<file path="src/logic/i2c_ecs_defs.svh">
`ifndef I2C_ECS_DEFS_SVH
`define I2C_ECS_DEFS_SVH

// ==========================================================
// register indices (byte address is four times the index)
`define I2C_IDX_CTL   4'h0
`define I2C_IDX_SR1   4'h1
`define I2C_IDX_SR2   4'h2
`define I2C_IDX_CCR   4'h3
`define I2C_IDX_OAR1  4'h4
`define I2C_IDX_OAR2  4'h5
`define I2C_IDX_DR    4'h6
`define I2C_IDX_PM    4'h7

// ==========================================================
// reset values and masks
`define I2C_RST_BYTE  8'h00
`define I2C_RST_OAR2  8'h40
`define I2C_OAR2_MASK 8'hC6
`define I2C_CTL_MASK  8'h3F

// ==========================================================
// bus constants
`define I2C_GC_ADDR   8'h00
`define I2C_IGN_ADDR  8'h01
`define I2C_REL_BYTE  8'hFF
`define I2C_HDR_PAT   5'h1E
`define I2C_CNT_PRE   4'hF
`define I2C_CNT_FIRST 4'h0
`define I2C_CNT_ACK   4'h8
`define I2C_DIV_OFS   9'h002
`define I2C_TMR_ONE   9'h001

`endif

</file>
<file path="src/logic/i2c_ecs_pkg.sv">
`default_nettype none
package i2c_ecs_pkg;
	typedef struct packed {
		logic [1:0] rsv;
		logic       pe;
		logic       gc_en;
		logic       start;
		logic       ack_en;
		logic       stop;
		logic       interrupt_enable_bit;
	} ctl_t;
	typedef struct packed {
		logic event_pending;
		logic hdr;
		logic direction_flag;
		logic busy;
		logic byte_finished;
		logic address_matched;
		logic msl;
		logic sb;
	} sr1_t;
	typedef struct packed {
		logic [2:0] rsv;
		logic       af;
		logic       stop_detected;
		logic       arbitration_lost;
		logic       bus_error;
		logic       gcal;
	} sr2_t;
	typedef struct packed {
		logic gmask;
		logic halt;
		logic wait_m;
	} pm_t;
	typedef struct packed {
		logic scl;
		logic sda;
	} line_t;
	typedef enum logic [2:0] {
		x_idle = 3'b001,
		x_byte = 3'b010,
		x_wait = 3'b100
	} xfer_t;
	typedef enum logic [5:0] {
		g_idle  = 6'b000001,
		g_start = 6'b000010,
		g_low   = 6'b000100,
		g_high  = 6'b001000,
		g_stop  = 6'b010000,
		g_rep   = 6'b100000
	} gen_t;
endpackage
`default_nettype wire

</file>
<file path="src/logic/i2c_event_control_status.sv">
// How it works
// - slave address match sets event and address-matched; first-status read clears both.
// - received byte sets byte-finished after ack clock; cleared by status then data read.
// - sent byte sets byte-finished after ack clock; cleared by status read, data write.
// - slave nack: status read clears failure; stop toggle or FFh write clears byte-finished.
// - stop ending slave transfer sets event and stop-detected; second-status read clears.
// - master start sets event and start-sent; status read then address write clears.
// - master address done raises held event; status read then control write clears it.
// - ten-bit header sent sets flags; status read then second address write clears.
// - wait mode changes nothing; enabled interrupts wake the processor.
// - halt freezes registers, ignores bus, resumes on external wake only.
// - one interrupt request, gated by interrupt enable and global mask.
// - disable resets all bits but stop and busy, releases lines; first enable write sets only enable and stop.
// - general call enable acknowledges 00h, 01h always ignored, cleared on disable.
// - start bit gives repeated start as master, start on free bus otherwise.
// - acknowledge-enable decides whether received address and data bytes are acknowledged.
// - master stop bit sends stop after current byte, never while start-sent pends, then self clears.
// - slave stop bit releases both lines after current byte; software clears it.
// - clock held low while header, start, byte, address or post-address events pend.
// - event flag sets on any event; error events cleared by second-status read.
// - direction flag shows transmitted byte while byte-finished; clears on stop, loss, disable.
// - bus-busy follows start and stop detection even while disabled.
// - master flag sets on start request; clears on stop, arbitration loss, disable.
// - standard bus clock is cpu clock over two times divider plus two.
//
// Decided for this implementation: the APB slave port and the register offsets.
`include "i2c_ecs_defs.svh"
`default_nettype none
module i2c_event_control_status (
	input  wire logic        pclk,
	input  wire logic        presetn,
	input  wire logic        psel,
	input  wire logic        penable,
	input  wire logic        pwrite,
	input  wire logic [11:0] paddr,
	input  wire logic [31:0] pwdata,
	output logic      [31:0] prdata,
	output logic             pready,
	output logic             pslverr,
	input  wire logic        scl_i,
	input  wire logic        sda_i,
	output logic             scl_o,
	output logic             scl_oe,
	output logic             sda_o,
	output logic             sda_oe,
	input  wire logic        halt_wake,
	output logic             irq_req,
	output logic             wait_wake
);
	// ==========================================================
	// helpers
	function automatic logic [8:0] high_len(input logic [7:0] c);
		high_len = {2'b00, c[6:0]} + `I2C_DIV_OFS;
	endfunction

	function automatic logic [8:0] low_len(input logic [7:0] c);
		logic [8:0] b;
		b = high_len(c);
		low_len = c[7] ? 9'(b << 1) : b;
	endfunction

	// ==========================================================
	// state
	i2c_ecs_pkg::ctl_t  ctl_q;
	i2c_ecs_pkg::sr1_t  sr1_q;
	i2c_ecs_pkg::sr2_t  sr2_q;
	i2c_ecs_pkg::pm_t   pm_q;
	i2c_ecs_pkg::line_t s1_q;
	i2c_ecs_pkg::line_t s2_q;
	i2c_ecs_pkg::line_t sp_q;
	i2c_ecs_pkg::xfer_t xs_q;
	i2c_ecs_pkg::gen_t  gs_q;
	logic [7:0]  ccr_q;
	logic [7:0]  oar1_q;
	logic [7:0]  oar2_q;
	logic [7:0]  dr_q;
	logic [7:0]  sh_q;
	logic [3:0]  cnt_q;
	logic [8:0]  tmr_q;
	logic        tx_q;
	logic        adr_q;
	logic        madr_q;
	logic        hfirst_q;
	logic        mdir_q;
	logic        nack_q;
	logic        match_q;
	logic        sess_q;
	logic        ev6_q;
	logic        arm_q;
	logic        supp_q;
	logic        scl_oe_q;
	logic        sda_oe_q;
	logic        wk1_q;
	logic        wk2_q;
	logic        irq_q;
	logic        wwake_q;
	logic        pready_q;
	logic        pslverr_q;
	logic [31:0] prdata_q;

	// ==========================================================
	// decode
	wire        acc      = psel & penable & pready_q;
	wire [3:0]  idx      = paddr[5:2];
	wire        mapped   = (paddr[11:6] == 6'h00) && (paddr[1:0] == 2'b00)
				&& (idx <= `I2C_IDX_PM);
	wire        wr       = acc & pwrite & mapped;
	wire        rd       = acc & ~pwrite & mapped;
	wire        wr_ctl   = wr && (idx == `I2C_IDX_CTL);
	wire        wr_dr    = wr && (idx == `I2C_IDX_DR);
	wire        rd_sr1   = rd && (idx == `I2C_IDX_SR1);
	wire        rd_sr2   = rd && (idx == `I2C_IDX_SR2);
	wire        rd_dr    = rd && (idx == `I2C_IDX_DR);
	wire [7:0]  wbyte    = pwdata[7:0];
	wire        stop_off = wr_ctl & ctl_q.stop & ~wbyte[1];
	wire        hold     = sr1_q.hdr | sr1_q.sb | sr1_q.byte_finished | sr1_q.address_matched | ev6_q;
	wire        scl_s    = s2_q.scl;
	wire        sda_s    = s2_q.sda;
	wire        rise     = s2_q.scl & ~sp_q.scl;
	wire        fall     = ~s2_q.scl & sp_q.scl;
	wire        start_det = s2_q.scl & sp_q.scl & sp_q.sda & ~s2_q.sda;
	wire        stop_det  = s2_q.scl & sp_q.scl & ~sp_q.sda & s2_q.sda;
	wire [3:0]  cnt_n    = cnt_q + 4'h1;
	wire        own_hit  = (sh_q[7:1] == oar1_q[7:1]) && (sh_q != `I2C_IGN_ADDR);
	wire        gc_hit   = ctl_q.gc_en && (sh_q == `I2C_GC_ADDR);
	// a stop or repeated start in the first clock after an acknowledge is legal
	wire        mid_byte = (xs_q == i2c_ecs_pkg::x_byte) && (cnt_q != `I2C_CNT_PRE)
				&& (cnt_q != `I2C_CNT_FIRST);
	wire        err_clr  = rd_sr2 & (sr2_q.af | sr2_q.stop_detected | sr2_q.arbitration_lost | sr2_q.bus_error);
	wire        hdr_byte = (wbyte[7:3] == `I2C_HDR_PAT) & ~wbyte[0];

	logic [7:0] rbyte;
	always_comb begin
		unique case (idx)
			`I2C_IDX_CTL:  rbyte = ctl_q & `I2C_CTL_MASK;
			`I2C_IDX_SR1:  rbyte = sr1_q;
			`I2C_IDX_SR2:  rbyte = sr2_q;
			`I2C_IDX_CCR:  rbyte = ccr_q;
			`I2C_IDX_OAR1: rbyte = oar1_q;
			`I2C_IDX_OAR2: rbyte = oar2_q;
			`I2C_IDX_DR:   rbyte = dr_q;
			`I2C_IDX_PM:   rbyte = {5'h00, pm_q};
			default:       rbyte = `I2C_RST_BYTE;
		endcase
	end

	// ==========================================================
	// synchronisers and apb handshake
	always_ff @(posedge pclk or negedge presetn) begin
		if (!presetn) begin
			s1_q  <= '1;
			s2_q  <= '1;
			sp_q  <= '1;
			wk1_q <= 1'b0;
			wk2_q <= 1'b0;
		end else begin
			s1_q  <= '{scl: scl_i, sda: sda_i};
			s2_q  <= s1_q;
			sp_q  <= s2_q;
			wk1_q <= halt_wake;
			wk2_q <= wk1_q;
		end
	end

	always_ff @(posedge pclk or negedge presetn) begin
		if (!presetn) begin
			pready_q  <= 1'b0;
			pslverr_q <= 1'b0;
			prdata_q  <= 32'h0000_0000;
		end else begin
			pready_q  <= psel & penable & ~pready_q;
			pslverr_q <= psel & penable & ~pready_q & ~mapped;
			prdata_q  <= (psel & ~pwrite & mapped) ? {24'h000000, rbyte} : 32'h0000_0000;
		end
	end

	// ==========================================================
	// registers, flags and byte engine
	always_ff @(posedge pclk or negedge presetn) begin
		if (!presetn) begin
			ctl_q    <= i2c_ecs_pkg::ctl_t'(`I2C_RST_BYTE);
			sr1_q    <= i2c_ecs_pkg::sr1_t'(`I2C_RST_BYTE);
			sr2_q    <= i2c_ecs_pkg::sr2_t'(`I2C_RST_BYTE);
			pm_q     <= '0;
			ccr_q    <= `I2C_RST_BYTE;
			oar1_q   <= `I2C_RST_BYTE;
			oar2_q   <= `I2C_RST_OAR2;
			dr_q     <= `I2C_RST_BYTE;
			sh_q     <= `I2C_RST_BYTE;
			cnt_q    <= `I2C_CNT_PRE;
			tmr_q    <= '0;
			xs_q     <= i2c_ecs_pkg::x_idle;
			gs_q     <= i2c_ecs_pkg::g_idle;
			{tx_q, adr_q, madr_q, hfirst_q, mdir_q, nack_q} <= '0;
			{match_q, sess_q, ev6_q, arm_q, supp_q} <= '0;
			scl_oe_q <= 1'b0;
			sda_oe_q <= 1'b0;
		end else if (pm_q.halt) begin
			// frozen: lines released, nothing acknowledged
			scl_oe_q <= 1'b0;
			sda_oe_q <= 1'b0;
			if (wk2_q)
				pm_q.halt <= 1'b0;
		end else begin
			// ---------------- software side: writes and clears
			if (wr && (idx == `I2C_IDX_PM))
				pm_q <= i2c_ecs_pkg::pm_t'(wbyte[2:0]);
			if (wr && (idx == `I2C_IDX_CCR))
				ccr_q <= wbyte;
			if (wr && (idx == `I2C_IDX_OAR1))
				oar1_q <= wbyte;
			if (wr && (idx == `I2C_IDX_OAR2))
				oar2_q <= wbyte & `I2C_OAR2_MASK;
			if (wr_ctl) begin
				if (ctl_q.pe) begin
					ctl_q <= i2c_ecs_pkg::ctl_t'(wbyte & `I2C_CTL_MASK);
					if (wbyte[3])
						sr1_q.msl <= 1'b1;
				end else begin
					ctl_q.pe   <= wbyte[5];
					ctl_q.stop <= wbyte[1];
				end
			end
			if (acc)
				arm_q <= rd_sr1;
			if (rd_sr1) begin
				sr1_q.address_matched <= 1'b0;
				sr2_q.af   <= 1'b0;
				if (sr1_q.address_matched) begin
					sr1_q.event_pending <= 1'b0;
					if (!tx_q) begin
						xs_q  <= i2c_ecs_pkg::x_byte;
						cnt_q <= `I2C_CNT_FIRST;
					end
				end
			end
			if (rd_sr2) begin
				sr2_q.arbitration_lost  <= 1'b0;
				sr2_q.bus_error  <= 1'b0;
				sr2_q.af    <= 1'b0;
				sr2_q.stop_detected <= 1'b0;
				if (err_clr)
					sr1_q.event_pending <= 1'b0;
			end
			if (rd_dr && arm_q && sr1_q.byte_finished && !sr1_q.direction_flag) begin
				sr1_q.byte_finished <= 1'b0;
				sr1_q.event_pending <= 1'b0;
				sr1_q.direction_flag <= 1'b0;
				xs_q      <= i2c_ecs_pkg::x_byte;
				cnt_q     <= `I2C_CNT_FIRST;
			end
			if (wr_ctl && arm_q && ev6_q) begin
				ev6_q     <= 1'b0;
				sr1_q.event_pending <= 1'b0;
				if (!mdir_q) begin
					xs_q  <= i2c_ecs_pkg::x_byte;
					cnt_q <= `I2C_CNT_FIRST;
					tx_q  <= 1'b0;
				end
			end
			if (stop_off && sr1_q.byte_finished && !sr1_q.msl) begin
				sr1_q.byte_finished <= 1'b0;
				sr1_q.event_pending <= 1'b0;
				sr1_q.direction_flag <= 1'b0;
				supp_q    <= 1'b1;
				xs_q      <= i2c_ecs_pkg::x_idle;
				sda_oe_q  <= 1'b0;
			end
			if (wr_dr) begin
				dr_q <= wbyte;
				if (sr2_q.af && sr1_q.byte_finished && (wbyte == `I2C_REL_BYTE)) begin
					sr1_q.byte_finished <= 1'b0;
					sr1_q.event_pending <= 1'b0;
					sr1_q.direction_flag <= 1'b0;
					xs_q      <= i2c_ecs_pkg::x_idle;
				end else if (xs_q == i2c_ecs_pkg::x_wait && (tx_q || sr1_q.sb || sr1_q.hdr)
						&& (arm_q || !hold)) begin
					sh_q     <= wbyte;
					cnt_q    <= `I2C_CNT_FIRST;
					xs_q     <= i2c_ecs_pkg::x_byte;
					sda_oe_q <= ~wbyte[7];
					if (sr1_q.sb) begin
						sr1_q.sb  <= 1'b0;
						madr_q    <= 1'b1;
						hfirst_q  <= hdr_byte;
						mdir_q    <= wbyte[0];
						tx_q      <= 1'b1;
					end else if (sr1_q.hdr) begin
						sr1_q.hdr <= 1'b0;
						madr_q    <= 1'b1;
						hfirst_q  <= 1'b0;
						tx_q      <= 1'b1;
					end
					sr1_q.byte_finished <= 1'b0;
					sr1_q.direction_flag <= 1'b0;
					sr1_q.event_pending <= 1'b0;
				end
			end

			// ---------------- master clock and condition generator
			unique case (gs_q)
				i2c_ecs_pkg::g_idle: begin
					if (ctl_q.pe && ctl_q.start && sr1_q.msl && !sr1_q.busy
							&& scl_s && sda_s) begin
						sda_oe_q <= 1'b1;
						tmr_q    <= high_len(ccr_q);
						gs_q     <= i2c_ecs_pkg::g_start;
					end
				end
				i2c_ecs_pkg::g_start: begin
					if (tmr_q != '0) begin
						tmr_q <= tmr_q - `I2C_TMR_ONE;
					end else begin
						scl_oe_q    <= 1'b1;
						ctl_q.start <= 1'b0;
						sr1_q.sb    <= 1'b1;
						sr1_q.event_pending   <= 1'b1;
						xs_q        <= i2c_ecs_pkg::x_wait;
						tmr_q       <= low_len(ccr_q);
						gs_q        <= i2c_ecs_pkg::g_low;
					end
				end
				i2c_ecs_pkg::g_low: begin
					if (!scl_s && tmr_q != '0) begin
						tmr_q <= tmr_q - `I2C_TMR_ONE;
					end else if (!scl_s) begin
						if (xs_q == i2c_ecs_pkg::x_byte) begin
							scl_oe_q <= 1'b0;
							tmr_q    <= high_len(ccr_q);
							gs_q     <= i2c_ecs_pkg::g_high;
						end else if (ctl_q.stop && !sr1_q.sb) begin
							sda_oe_q <= 1'b1;
							scl_oe_q <= 1'b0;
							tmr_q    <= high_len(ccr_q);
							gs_q     <= i2c_ecs_pkg::g_stop;
						end else if (ctl_q.start) begin
							sda_oe_q <= 1'b0;
							scl_oe_q <= 1'b0;
							tmr_q    <= high_len(ccr_q);
							gs_q     <= i2c_ecs_pkg::g_rep;
						end
					end
				end
				i2c_ecs_pkg::g_high: begin
					if (scl_s && tmr_q != '0) begin
						tmr_q <= tmr_q - `I2C_TMR_ONE;
					end else if (scl_s) begin
						scl_oe_q <= 1'b1;
						tmr_q    <= low_len(ccr_q);
						gs_q     <= i2c_ecs_pkg::g_low;
					end
				end
				i2c_ecs_pkg::g_rep: begin
					if (scl_s && tmr_q != '0) begin
						tmr_q <= tmr_q - `I2C_TMR_ONE;
					end else if (scl_s) begin
						sda_oe_q <= 1'b1;
						tmr_q    <= high_len(ccr_q);
						gs_q     <= i2c_ecs_pkg::g_start;
					end
				end
				i2c_ecs_pkg::g_stop: begin
					if (scl_s && tmr_q != '0) begin
						tmr_q <= tmr_q - `I2C_TMR_ONE;
					end else if (scl_s) begin
						sda_oe_q   <= 1'b0;
						ctl_q.stop <= 1'b0;
						xs_q       <= i2c_ecs_pkg::x_idle;
						gs_q       <= i2c_ecs_pkg::g_idle;
					end
				end
			endcase

			// slave side holds the clock low while an event waits
			if (!sr1_q.msl)
				scl_oe_q <= ctl_q.pe && (xs_q == i2c_ecs_pkg::x_wait) && hold && !scl_s;

			// ---------------- bit engine on observed clock edges
			if (ctl_q.pe && xs_q == i2c_ecs_pkg::x_byte && rise) begin
				if (cnt_q < `I2C_CNT_ACK && !tx_q)
					sh_q <= {sh_q[6:0], sda_s};
				if (cnt_q == `I2C_CNT_ACK && tx_q)
					nack_q <= sda_s;
				if (cnt_q < `I2C_CNT_ACK && tx_q && sr1_q.msl && !sda_oe_q && !sda_s) begin
					sr2_q.arbitration_lost <= 1'b1;
					sr1_q.event_pending  <= 1'b1;
					sr1_q.msl  <= 1'b0;
					sr1_q.direction_flag  <= 1'b0;
					xs_q       <= i2c_ecs_pkg::x_idle;
					gs_q       <= i2c_ecs_pkg::g_idle;
					scl_oe_q   <= 1'b0;
				end
			end
			if (ctl_q.pe && xs_q == i2c_ecs_pkg::x_byte && fall) begin
				if (cnt_q == `I2C_CNT_PRE) begin
					cnt_q <= `I2C_CNT_FIRST;
				end else if (cnt_q != `I2C_CNT_ACK) begin
					cnt_q <= cnt_n;
					if (tx_q && cnt_n < `I2C_CNT_ACK) begin
						sh_q     <= {sh_q[6:0], 1'b1};
						sda_oe_q <= ~sh_q[6];
					end else if (tx_q) begin
						sda_oe_q <= 1'b0;
					end else if (cnt_n == `I2C_CNT_ACK) begin
						match_q  <= own_hit | gc_hit;
						sda_oe_q <= ctl_q.ack_en && (!adr_q || own_hit || gc_hit);
					end
				end else begin
					sda_oe_q <= 1'b0;
					adr_q    <= 1'b0;
					madr_q   <= 1'b0;
					xs_q     <= i2c_ecs_pkg::x_wait;
					if (adr_q) begin
						if (match_q) begin
							sr1_q.address_matched <= 1'b1;
							sr1_q.event_pending  <= 1'b1;
							sr2_q.gcal <= (sh_q == `I2C_GC_ADDR);
							tx_q       <= sh_q[0];
							sess_q     <= 1'b1;
						end else begin
							xs_q <= i2c_ecs_pkg::x_idle;
						end
					end else if (madr_q && nack_q) begin
						sr2_q.af  <= 1'b1;
						sr1_q.event_pending <= 1'b1;
					end else if (madr_q && hfirst_q) begin
						sr1_q.hdr <= 1'b1;
						sr1_q.event_pending <= 1'b1;
					end else if (madr_q) begin
						ev6_q     <= 1'b1;
						sr1_q.event_pending <= 1'b1;
						tx_q      <= ~mdir_q;
					end else if (!sr1_q.msl && ctl_q.stop) begin
						xs_q <= i2c_ecs_pkg::x_idle;
					end else if (tx_q && nack_q) begin
						sr2_q.af  <= 1'b1;
						sr1_q.event_pending <= 1'b1;
						sr1_q.byte_finished <= !sr1_q.msl;
						sr1_q.direction_flag <= !sr1_q.msl;
					end else begin
						sr1_q.byte_finished <= 1'b1;
						sr1_q.event_pending <= 1'b1;
						sr1_q.direction_flag <= tx_q;
						if (!tx_q)
							dr_q <= sh_q;
					end
				end
			end

			// ---------------- start and stop seen on the bus
			if (start_det) begin
				sr1_q.busy <= 1'b1;
				if (ctl_q.pe && mid_byte && !madr_q) begin
					sr2_q.bus_error <= 1'b1;
					sr1_q.event_pending  <= 1'b1;
				end
				if (ctl_q.pe && !sr1_q.msl) begin
					xs_q     <= i2c_ecs_pkg::x_byte;
					cnt_q    <= `I2C_CNT_PRE;
					adr_q    <= 1'b1;
					tx_q     <= 1'b0;
					sess_q   <= 1'b0;
					sda_oe_q <= 1'b0;
				end else if (ctl_q.pe) begin
					cnt_q <= `I2C_CNT_PRE;
				end
			end
			if (stop_det) begin
				sr1_q.busy <= 1'b0;
				sr1_q.msl  <= 1'b0;
				sr1_q.direction_flag  <= 1'b0;
				sr2_q.gcal <= 1'b0;
				supp_q     <= 1'b0;
				if (ctl_q.pe && mid_byte) begin
					sr2_q.bus_error <= 1'b1;
					sr1_q.event_pending  <= 1'b1;
				end
				if (ctl_q.pe && sess_q && !sr1_q.msl && !supp_q) begin
					sr2_q.stop_detected <= 1'b1;
					sr1_q.event_pending   <= 1'b1;
				end
				if (ctl_q.pe && !sr1_q.msl) begin
					xs_q     <= i2c_ecs_pkg::x_idle;
					sess_q   <= 1'b0;
					sda_oe_q <= 1'b0;
				end
			end

			// ---------------- disabled: clear all but stop, enable and busy
			if (!ctl_q.pe) begin
				ctl_q.gc_en <= 1'b0;
				ctl_q.start <= 1'b0;
				ctl_q.ack_en <= 1'b0;
				ctl_q.interrupt_enable_bit   <= 1'b0;
				{sr1_q.event_pending, sr1_q.hdr, sr1_q.direction_flag, sr1_q.byte_finished} <= '0;
				{sr1_q.address_matched, sr1_q.msl, sr1_q.sb} <= '0;
				sr2_q    <= i2c_ecs_pkg::sr2_t'(`I2C_RST_BYTE);
				{ev6_q, arm_q, supp_q, sess_q, adr_q, madr_q} <= '0;
				xs_q     <= i2c_ecs_pkg::x_idle;
				gs_q     <= i2c_ecs_pkg::g_idle;
				scl_oe_q <= 1'b0;
				sda_oe_q <= 1'b0;
			end
		end
	end

	// ==========================================================
	// interrupt request and wake
	always_ff @(posedge pclk or negedge presetn) begin
		if (!presetn) begin
			irq_q   <= 1'b0;
			wwake_q <= 1'b0;
		end else begin
			irq_q   <= ctl_q.interrupt_enable_bit & sr1_q.event_pending & ~pm_q.gmask & ~pm_q.halt;
			wwake_q <= ctl_q.interrupt_enable_bit & sr1_q.event_pending & ~pm_q.gmask & pm_q.wait_m;
		end
	end

	assign prdata    = prdata_q;
	assign pready    = pready_q;
	assign pslverr   = pslverr_q;
	assign scl_o     = 1'b0;
	assign sda_o     = 1'b0;
	assign scl_oe    = scl_oe_q;
	assign sda_oe    = sda_oe_q;
	assign irq_req   = irq_q;
	assign wait_wake = wwake_q;
endmodule
`default_nettype wire

</file>
<file path="config.mk">
export PLATFORM = sky130hd
export DESIGN_NAME = i2c_event_control_status
export DESIGN_NICKNAME = d
export VERILOG_FILES = /design/src/logic/i2c_ecs_pkg.sv /design/src/logic/i2c_event_control_status.sv
export VERILOG_INCLUDE_DIRS = /design/src /design/src/logic
export SDC_FILE = /design/constraint.sdc
export NUM_CORES = 1
export LEC_CHECK = 0
export BUFFER_PORTS_ARGS = -buffer_cell sky130_fd_sc_hd__buf_2
export CORE_MARGIN = 2
export CORE_UTILIZATION = 56
export CTS_BUF_LIST = sky130_fd_sc_hd__clkbuf_8 sky130_fd_sc_hd__clkbuf_16
export DETAILED_ROUTE_END_ITERATION = 12
export PLACE_DENSITY_LB_ADDON = 0.08
export SETUP_SLACK_MARGIN = 0.4
export SLEW_MARGIN = 25
export SYNTH_ARGS = -nofsm -noshare
export SYNTH_HDL_FRONTEND = slang
export SYNTH_SLANG_ARGS = --single-unit
</file>
<file path="constraint.sdc">
create_clock -name pclk -period 6.8 [get_ports pclk]
set_clock_uncertainty 0.2 [all_clocks]
set_input_delay 1.02 -clock pclk [delete_from_list [all_inputs] [get_ports pclk]]
set_output_delay 1.02 -clock pclk [all_outputs]
set_load 0.005 [all_outputs]
</file>
## After elaboration in Yosys (flattened, before gate mapping)

Cells that the tools add are included.

| word-level totals | value |
|---|---|
| bits in registers | 113 |
| input bits | 52 |
| output and inout port bits | 40 |
| logic and storage cells | 566 |

| operators by class | value |
|---|---|
| $add $sub $neg | 3 |
| magnitude comparators | 3 |
| eq/ne operators | 38 |
| muxes and demuxes | 316 |
| bitwise operators | 51 |
| reduce and logical (&&, ||, !) cells | 98 |

Operator list:

| cell | count |
|---|---|
| 1-bit two-way mux | 193 |
| 8-bit two-way mux | 21 |
| 3-bit two-way mux | 39 |
| 9-bit two-way mux | 13 |
| 6-bit two-way mux | 16 |
| 4-bit two-way mux | 18 |
| 8-bit one-hot mux with 8 select lines | 1 |
| 1-bit logical AND | 58 |
| 9-bit one-hot mux with 6 select lines | 1 |
| 6-bit one-hot mux with 6 select lines | 1 |
| 1-bit AND | 25 |
| 1-bit NOT | 18 |
| 2-bit AND reduction | 9 |
| 4-bit by 3-bit == test with 1-bit output, second input constant | 4 |
| 2-bit two-way mux | 8 |
| 3-bit inequality test, second input constant | 5 |
| 7-bit AND reduction | 2 |
| 4-bit == test, second input constant | 3 |
| 1-bit logical NOT | 12 |
| 3-bit by 1-bit inequality test with 1-bit output, second input constant | 4 |
| 5-bit two-way mux | 2 |
| 5-bit AND reduction | 2 |
| 9-bit nonzero test | 1 |
| 9-bit by 1-bit subtractor with 9-bit output, second input constant | 1 |
| other kinds (35) | 52 |

## Longest topological paths before layout

| logic depth | value |
|---|---|
| word-level depth | 36 |
| mapped depth | 10 |
| mapped depth without buffers | 8 |

## Least setup slack after synthesis

Ideal clock, no wire load.

| timing path | value |
|---|---|
| kind | input port to flip-flop |
| start | input paddr[5] |
| end | register hfirst_q |
| setup time | 0.125 ns |
| arrival time | 2.694 ns |
| required time | 6.475 ns |
| slack | 3.781 ns |
| stages | 7 |
| path buffers | 2 |
| path through | buf_4 -> and4bb_2 -> o311ai_0 -> or4b_1 -> buf_6 -> nor3_2 -> mux2_2 |

| on the way | value |
|---|---|
| word-level cells in the longest chain between the ends | 5 |
| elaborated cells on any way between the ends | 6 |
| classes of those cells | 1 x order compare; 1 x eq/ne; 1 x bitwise; 3 x reduce/logical |

RTL lines:

| item | RTL line | source |
|---|---|---|
| from (decl) | i2c_event_control_status.sv:35 | `input wire logic [11:0] paddr,` |
| 4-bit by 3-bit <= comparator with 1-bit output (no line) | -- |  |
| 1-bit logical AND | i2c_event_control_status.sv:105 | `wire mapped = (paddr[11:6] == 6'h00) && (paddr[1:0] == 2'b00)` |
| 1-bit AND | i2c_event_control_status.sv:107 | `wire wr = acc & pwrite & mapped;` |
| 1-bit logical AND * | i2c_event_control_status.sv:110 | `` wire wr_dr = wr && (idx == `I2C_IDX_DR); `` |
| 5-bit AND reduction (no line) * | -- |  |
| to (signal assigned) | i2c_event_control_status.sv:285 | `hfirst_q <= hdr_byte;` |
| to (decl) | i2c_event_control_status.sv:83 | `logic hfirst_q;` |

Mark *: on every way between the ends. The rest lies on a longest branch, timed or not.
A chain may end at the register's enable or synchronous reset.

## Final worst setup path

| timing path | value |
|---|---|
| start | input paddr[5] |
| end | register sda_oe_q (netlist: sda_oe) |

| on the way | value |
|---|---|
| word-level cells in the longest chain between the ends | 31 |
| elaborated cells on any way between the ends | 39 |
| classes of those cells | 1 x order compare; 1 x eq/ne; 28 x mux; 3 x bitwise; 6 x reduce/logical |

RTL lines:

| item | RTL line | source |
|---|---|---|
| 4-bit by 3-bit <= comparator with 1-bit output (no line) | -- |  |
| 1-bit logical AND | i2c_event_control_status.sv:105 |  |
| 1-bit AND | i2c_event_control_status.sv:107 |  |
| 1-bit logical AND | i2c_event_control_status.sv:109 | `` wire wr_ctl = wr && (idx == `I2C_IDX_CTL); `` |
| 1-bit AND (2 in series) | i2c_event_control_status.sv:115 | `wire stop_off = wr_ctl & ctl_q.stop & ~wbyte[1];` |
| 1-bit logical AND (2 in series) | i2c_event_control_status.sv:261 | `if (stop_off && sr1_q.byte_finished && !sr1_q.msl) begin` |
| 1-bit two-way mux | i2c_event_control_status.sv:261 |  |
| 1-bit two-way mux | i2c_event_control_status.sv:276 | `end else if (xs_q == i2c_ecs_pkg::x_wait && (tx_q \|\| sr1_q.sb \|\| sr1_q.hdr)` |
| [... 13 more ...] | -- |  |
| 1-bit two-way mux | i2c_event_control_status.sv:395 | `` if (cnt_q == `I2C_CNT_PRE) begin `` |
| 1-bit two-way mux * | i2c_event_control_status.sv:394 | `if (ctl_q.pe && xs_q == i2c_ecs_pkg::x_byte && fall) begin` |
| 1-bit two-way mux | i2c_event_control_status.sv:457 | `if (ctl_q.pe && !sr1_q.msl) begin` |
| 1-bit two-way mux * | i2c_event_control_status.sv:451 | `if (start_det) begin` |
| 1-bit two-way mux | i2c_event_control_status.sv:482 | `if (ctl_q.pe && !sr1_q.msl) begin` |
| 1-bit two-way mux * | i2c_event_control_status.sv:468 | `if (stop_det) begin` |
| 1-bit two-way mux * | i2c_event_control_status.sv:490 | `if (!ctl_q.pe) begin` |
| 1-bit two-way mux * | i2c_event_control_status.sv:198 | `end else if (pm_q.halt) begin` |
| to (signal assigned) | i2c_event_control_status.sv:281 | `sda_oe_q <= ~wbyte[7];` |
| to (signal assigned) | i2c_event_control_status.sv:401 | `sda_oe_q <= ~sh_q[6];` |
| to (signal assigned) | i2c_event_control_status.sv:406 | `sda_oe_q <= ctl_q.ack_en && (!adr_q \|\| own_hit \|\| gc_hit);` |
| to (decl) | i2c_event_control_status.sv:92 | `logic sda_oe_q;` |

Mark *: on every way between the ends. The rest lies on a longest branch, timed or not. The select of a mux whose other input is x is not followed.

==> summary.md <==
| Metric | Value |
|---|---|
| Initial core utilization | 0.5780 |
| Gr usage total | 0.3015 |
| Iter 0 DRT Violations | 767 |
| Outcome | completed |
| Reg2reg end | tmr_q[4]$_DFFE_PN0P_ |
| Ys Warns | 0 |
| Post-cts resize count | 0 |
| Pwr/cell area | 209.9 nW/um2 |
| EDFF count, synth | 0 |
| Hold Crit Depth | 0 |
| Hold Buf Count CTS | 0 |
| Final #Nets | 856 |
| Avg WL per Cell | 20.99 um |
| RSZ-0062 raised after global routing | false |
| Core ar. | 12,670 um2 |
| Max VDD drop | 170.1 uV |
| Crit path time final | 3401 ps |
| Setup bufs post-CTS | 0 |
| Row cnt | 41 |
| Slew @ Worst Pin | 1109 ps |
| Final hold vios | 0 |
| Top Ports | 92 |
| TritonCTS clock tree | yes |
| R2R depth | 8 |
| Max-Cap Viols | 0 |
| Slew Viols, Final | 0 |
| Clk Latency, worst-skew pair | 420 ps |
| Register clock-pin slew on the reported worst setup and hold paths | 60 ps |
| Leak pwr | 3.327 nW |
| Synth cell types | 95 |
| First-pass GRT wire length | 33,220 um |
| Arrival time at the worst endpoint | 3480 ps |
| Initial antenna violation count | 0 |
| Clock Sink Count | 113 |
| Total wire length | 20,680 um |
| Die area | 14,010 um2 |
| Primary FF master, synth | dfrtp_1 |
| Crit path required time | 6880 ps |
| Sequential area share after synthesis | 0.3883 |
| Total number of vias | 6,576 |
| Reg-to-reg startpoint | tmr_q[0]$_DFFE_PN0P_ |
| Area grow syn2layout | 10.61% |
| Mapped cell area | 7323 um2 |
| Synth Area per Inst | 9.377 um2 |
| Ys async rst share | 1.000 |
| DRC | 0 |
| Startpoint types | primary input |
| CTS root buffer | clkbuf_16 |
| CP endpoint kind | flop |
| Gpl congestion | 0.9726 |
| Setup TNS | 0 ps |
| Gate Count Post-Synth | 781 |
| Hold endpoint | wk2_q$_DFF_PN0_ |
| H-Tree Depth | 4 |
| Max transition margin | 0.2549 |
| Cts bufs inserted | 17 |
| Vias per inst | 6.676 |
| Fmax | 0.2941 GHz |
| Port Buffers | 41 |
| Worst reg-to-reg setup slack | 3590 ps |
| Final setup viols | 0 |
| HP Class | reg2reg |
| CTS max path bufs | 2 |
| Hold Startpoint | wk1_q$_DFF_PN0_ |
| Seq cells post-synth | 113 |
| Die span in y | 118.4 um |
| WS Path Type | in2reg |
| Fraction of layout cells with a size suffix above 1 | 0.1870 |
| DR pass1 iterations | 8 |
| Chip width | 118.4 um |
| Total congestion overflow | 0 |
| Post-route ant nets | 0 |
| Hold WS | 146.1 ps |
| Dpl hpwl | 14,480 um |
| Vias in the first global route | 6,134 |
| Largest net degree at the start of global routing | 73 |
| Max FO, Critical Path | 20 |
| Antenna diodes | 0 |
| Post-route clock period utilization | 0.5001 |
[report_power, final]
part           total [mW]  leakage [nW]  switching, mW  internal [mW]
Sequential          0.688          1.42        0.00823          0.680
Clock               0.930         0.301          0.340          0.591
Combinational      0.0818          1.60         0.0584         0.0235
[final cells by class]
type / count / area (um2)
inverters: 18 / 67.56
clock inverters: 14 / 181.4
clock buffers: 18 / 439.2
fillers: 1113 / 4571
well taps: 172 / 215.2
multi-input cells: 602 / 4073
repair buffers: 48 / 280.3
flip-flops and latches: 113 / 2844
[metrics by stage]
step / setup slack [ps] / instance area, um2 / power [mW] / cells / util
4_1_cts: 3427 / 8073 / 1.707 / 984 / 0.6371
5_1_grt: 3309 / 8100 / 1.754 / 985 / 0.6393
3_3_place_gp: 2998 / 7452 / 0.7773 / 952 / 0.5881
3_5_place_dp: 2995 / 7452 / 0.7788 / 952 / 0.5881
6_report: 3399 / 8100 / 1.701 / 985 / 0.6393
2_1_floorplan: 3781 / 7417 / 0.7503 / 806 / -
[cells in the mapped netlist (7+ instances only)]
library cell | instances | area (um2)
xor2_1 | 14 | 122.6
or4_1 | 7 | 52.55
inv_1 | 18 | 67.56
dfstp_2 | 13 | 341.6
mux2_2 | 27 | 304.0
nor4_1 | 11 | 68.82
nand3b_1 | 11 | 82.58
a222oi_1 | 10 | 100.1
nand2_1 | 56 | 210.2
and3_1 | 10 | 62.56
dfrtp_1 | 100 | 2502
a221oi_1 | 11 | 96.34
a21oi_1 | 47 | 235.2
nand2b_1 | 11 | 68.82
a2bb2oi_1 | 9 | 78.83
o21ai_0 | 33 | 165.2
o22ai_1 | 22 | 137.6
a31oi_1 | 11 | 68.82
nor3b_1 | 11 | 82.58
o31ai_1 | 8 | 60.06
nor4_4 | 7 | 148.9
a22o_1 | 16 | 140.1
clkbuf_1 | 22 | 82.58
nor3_1 | 24 | 120.1
buf_4 | 34 | 255.2
a22oi_1 | 9 | 67.56
nand3_1 | 14 | 70.07
nor2_1 | 64 | 240.2
buf_2 | 12 | 60.06
[registers in the layout, summed over array words and instances, names as in the netlist, 5 cells and up]
| signal | count |
|---|---|
| ctl_q | 6 |
| gs_q | 6 |
| prdata | 8 |
| tmr_q | 9 |
| oar1_q | 8 |
| sr1_q | 8 |
| sh_q | 8 |
| sr2_q | 5 |
| dr_q | 8 |
| ccr_q | 8 |
[cells by family (layout without fill, tap and decap cells)]
family                   count (synthesis)  in the layout  synth area share
multiplexers                            28             28           0.04288
flip-flops                             113            113            0.3883
buffers and inverters                   91             98           0.06834
other                                    1             26         0.0005121
AO/OA/AOI/OAI                          239            239            0.2354
adder cells (fa/ha/maj)                  4              4          0.006834
AND/OR/NAND/NOR                        285            285            0.2337
XOR/XNOR                                20             20           0.02392
[how the worst max path moves through the flow]
stage | slack [ps] | endpoint | depth (start not counted) | from
after floorplan | 3780 | hfirst_q$_DFFE_PN0P_ | 7 | paddr[5]
after global placement | 3000 | sda_oe$_DFF_PN0_ | 7 | paddr[5]
after detailed placement | 3000 | sda_oe$_DFF_PN0_ | 7 | paddr[5]
after CTS | 3430 | sda_oe$_DFF_PN0_ | 7 | paddr[5]
after global routing | 3310 | sda_oe$_DFF_PN0_ | 7 | paddr[5]
final | 3400 | sda_oe$_DFF_PN0_ | 7 | paddr[5]
[placed cells by master (no fill, tap or decap), drive strengths merged, types with 11 or more instances in the layout]
| master | n |
|---|---|
| inv | 21 |
| nand2 | 56 |
| a221oi | 11 |
| dfrtp | 100 |
| nor4 | 20 |
| nor3b | 11 |
| mux2 | 27 |
| nand2b | 11 |
| a22o | 16 |
| a21oi | 50 |
| nor3 | 27 |
| a31oi | 11 |
| dfstp | 13 |
| nand3 | 15 |
| clkbuf | 18 |
| nand3b | 11 |
| o21ai | 36 |
| xor2 | 14 |
| o22ai | 22 |
| buf | 48 |
| conb | 26 |
| nor2 | 66 |
[metal layers]
layer / share of wire / wire length, um / track usage
met5: 0 / 0 / 0
met3: 0.069 / 1430 / 0.05550
met4: 0.032 / 669 / 0.1288
met1: 0.43 / 8872 / 0.4107
met2: 0.47 / 9704 / 0.4718
[worst max-delay path: stages]
cell      delay, ps
buf_2           180
nor2_1          330
and4_1          390
or4b_1          870
and3b_1         360
o221ai_1        200
a31oi_1         130
Note: power is estimated with default switching activity, not from simulation.
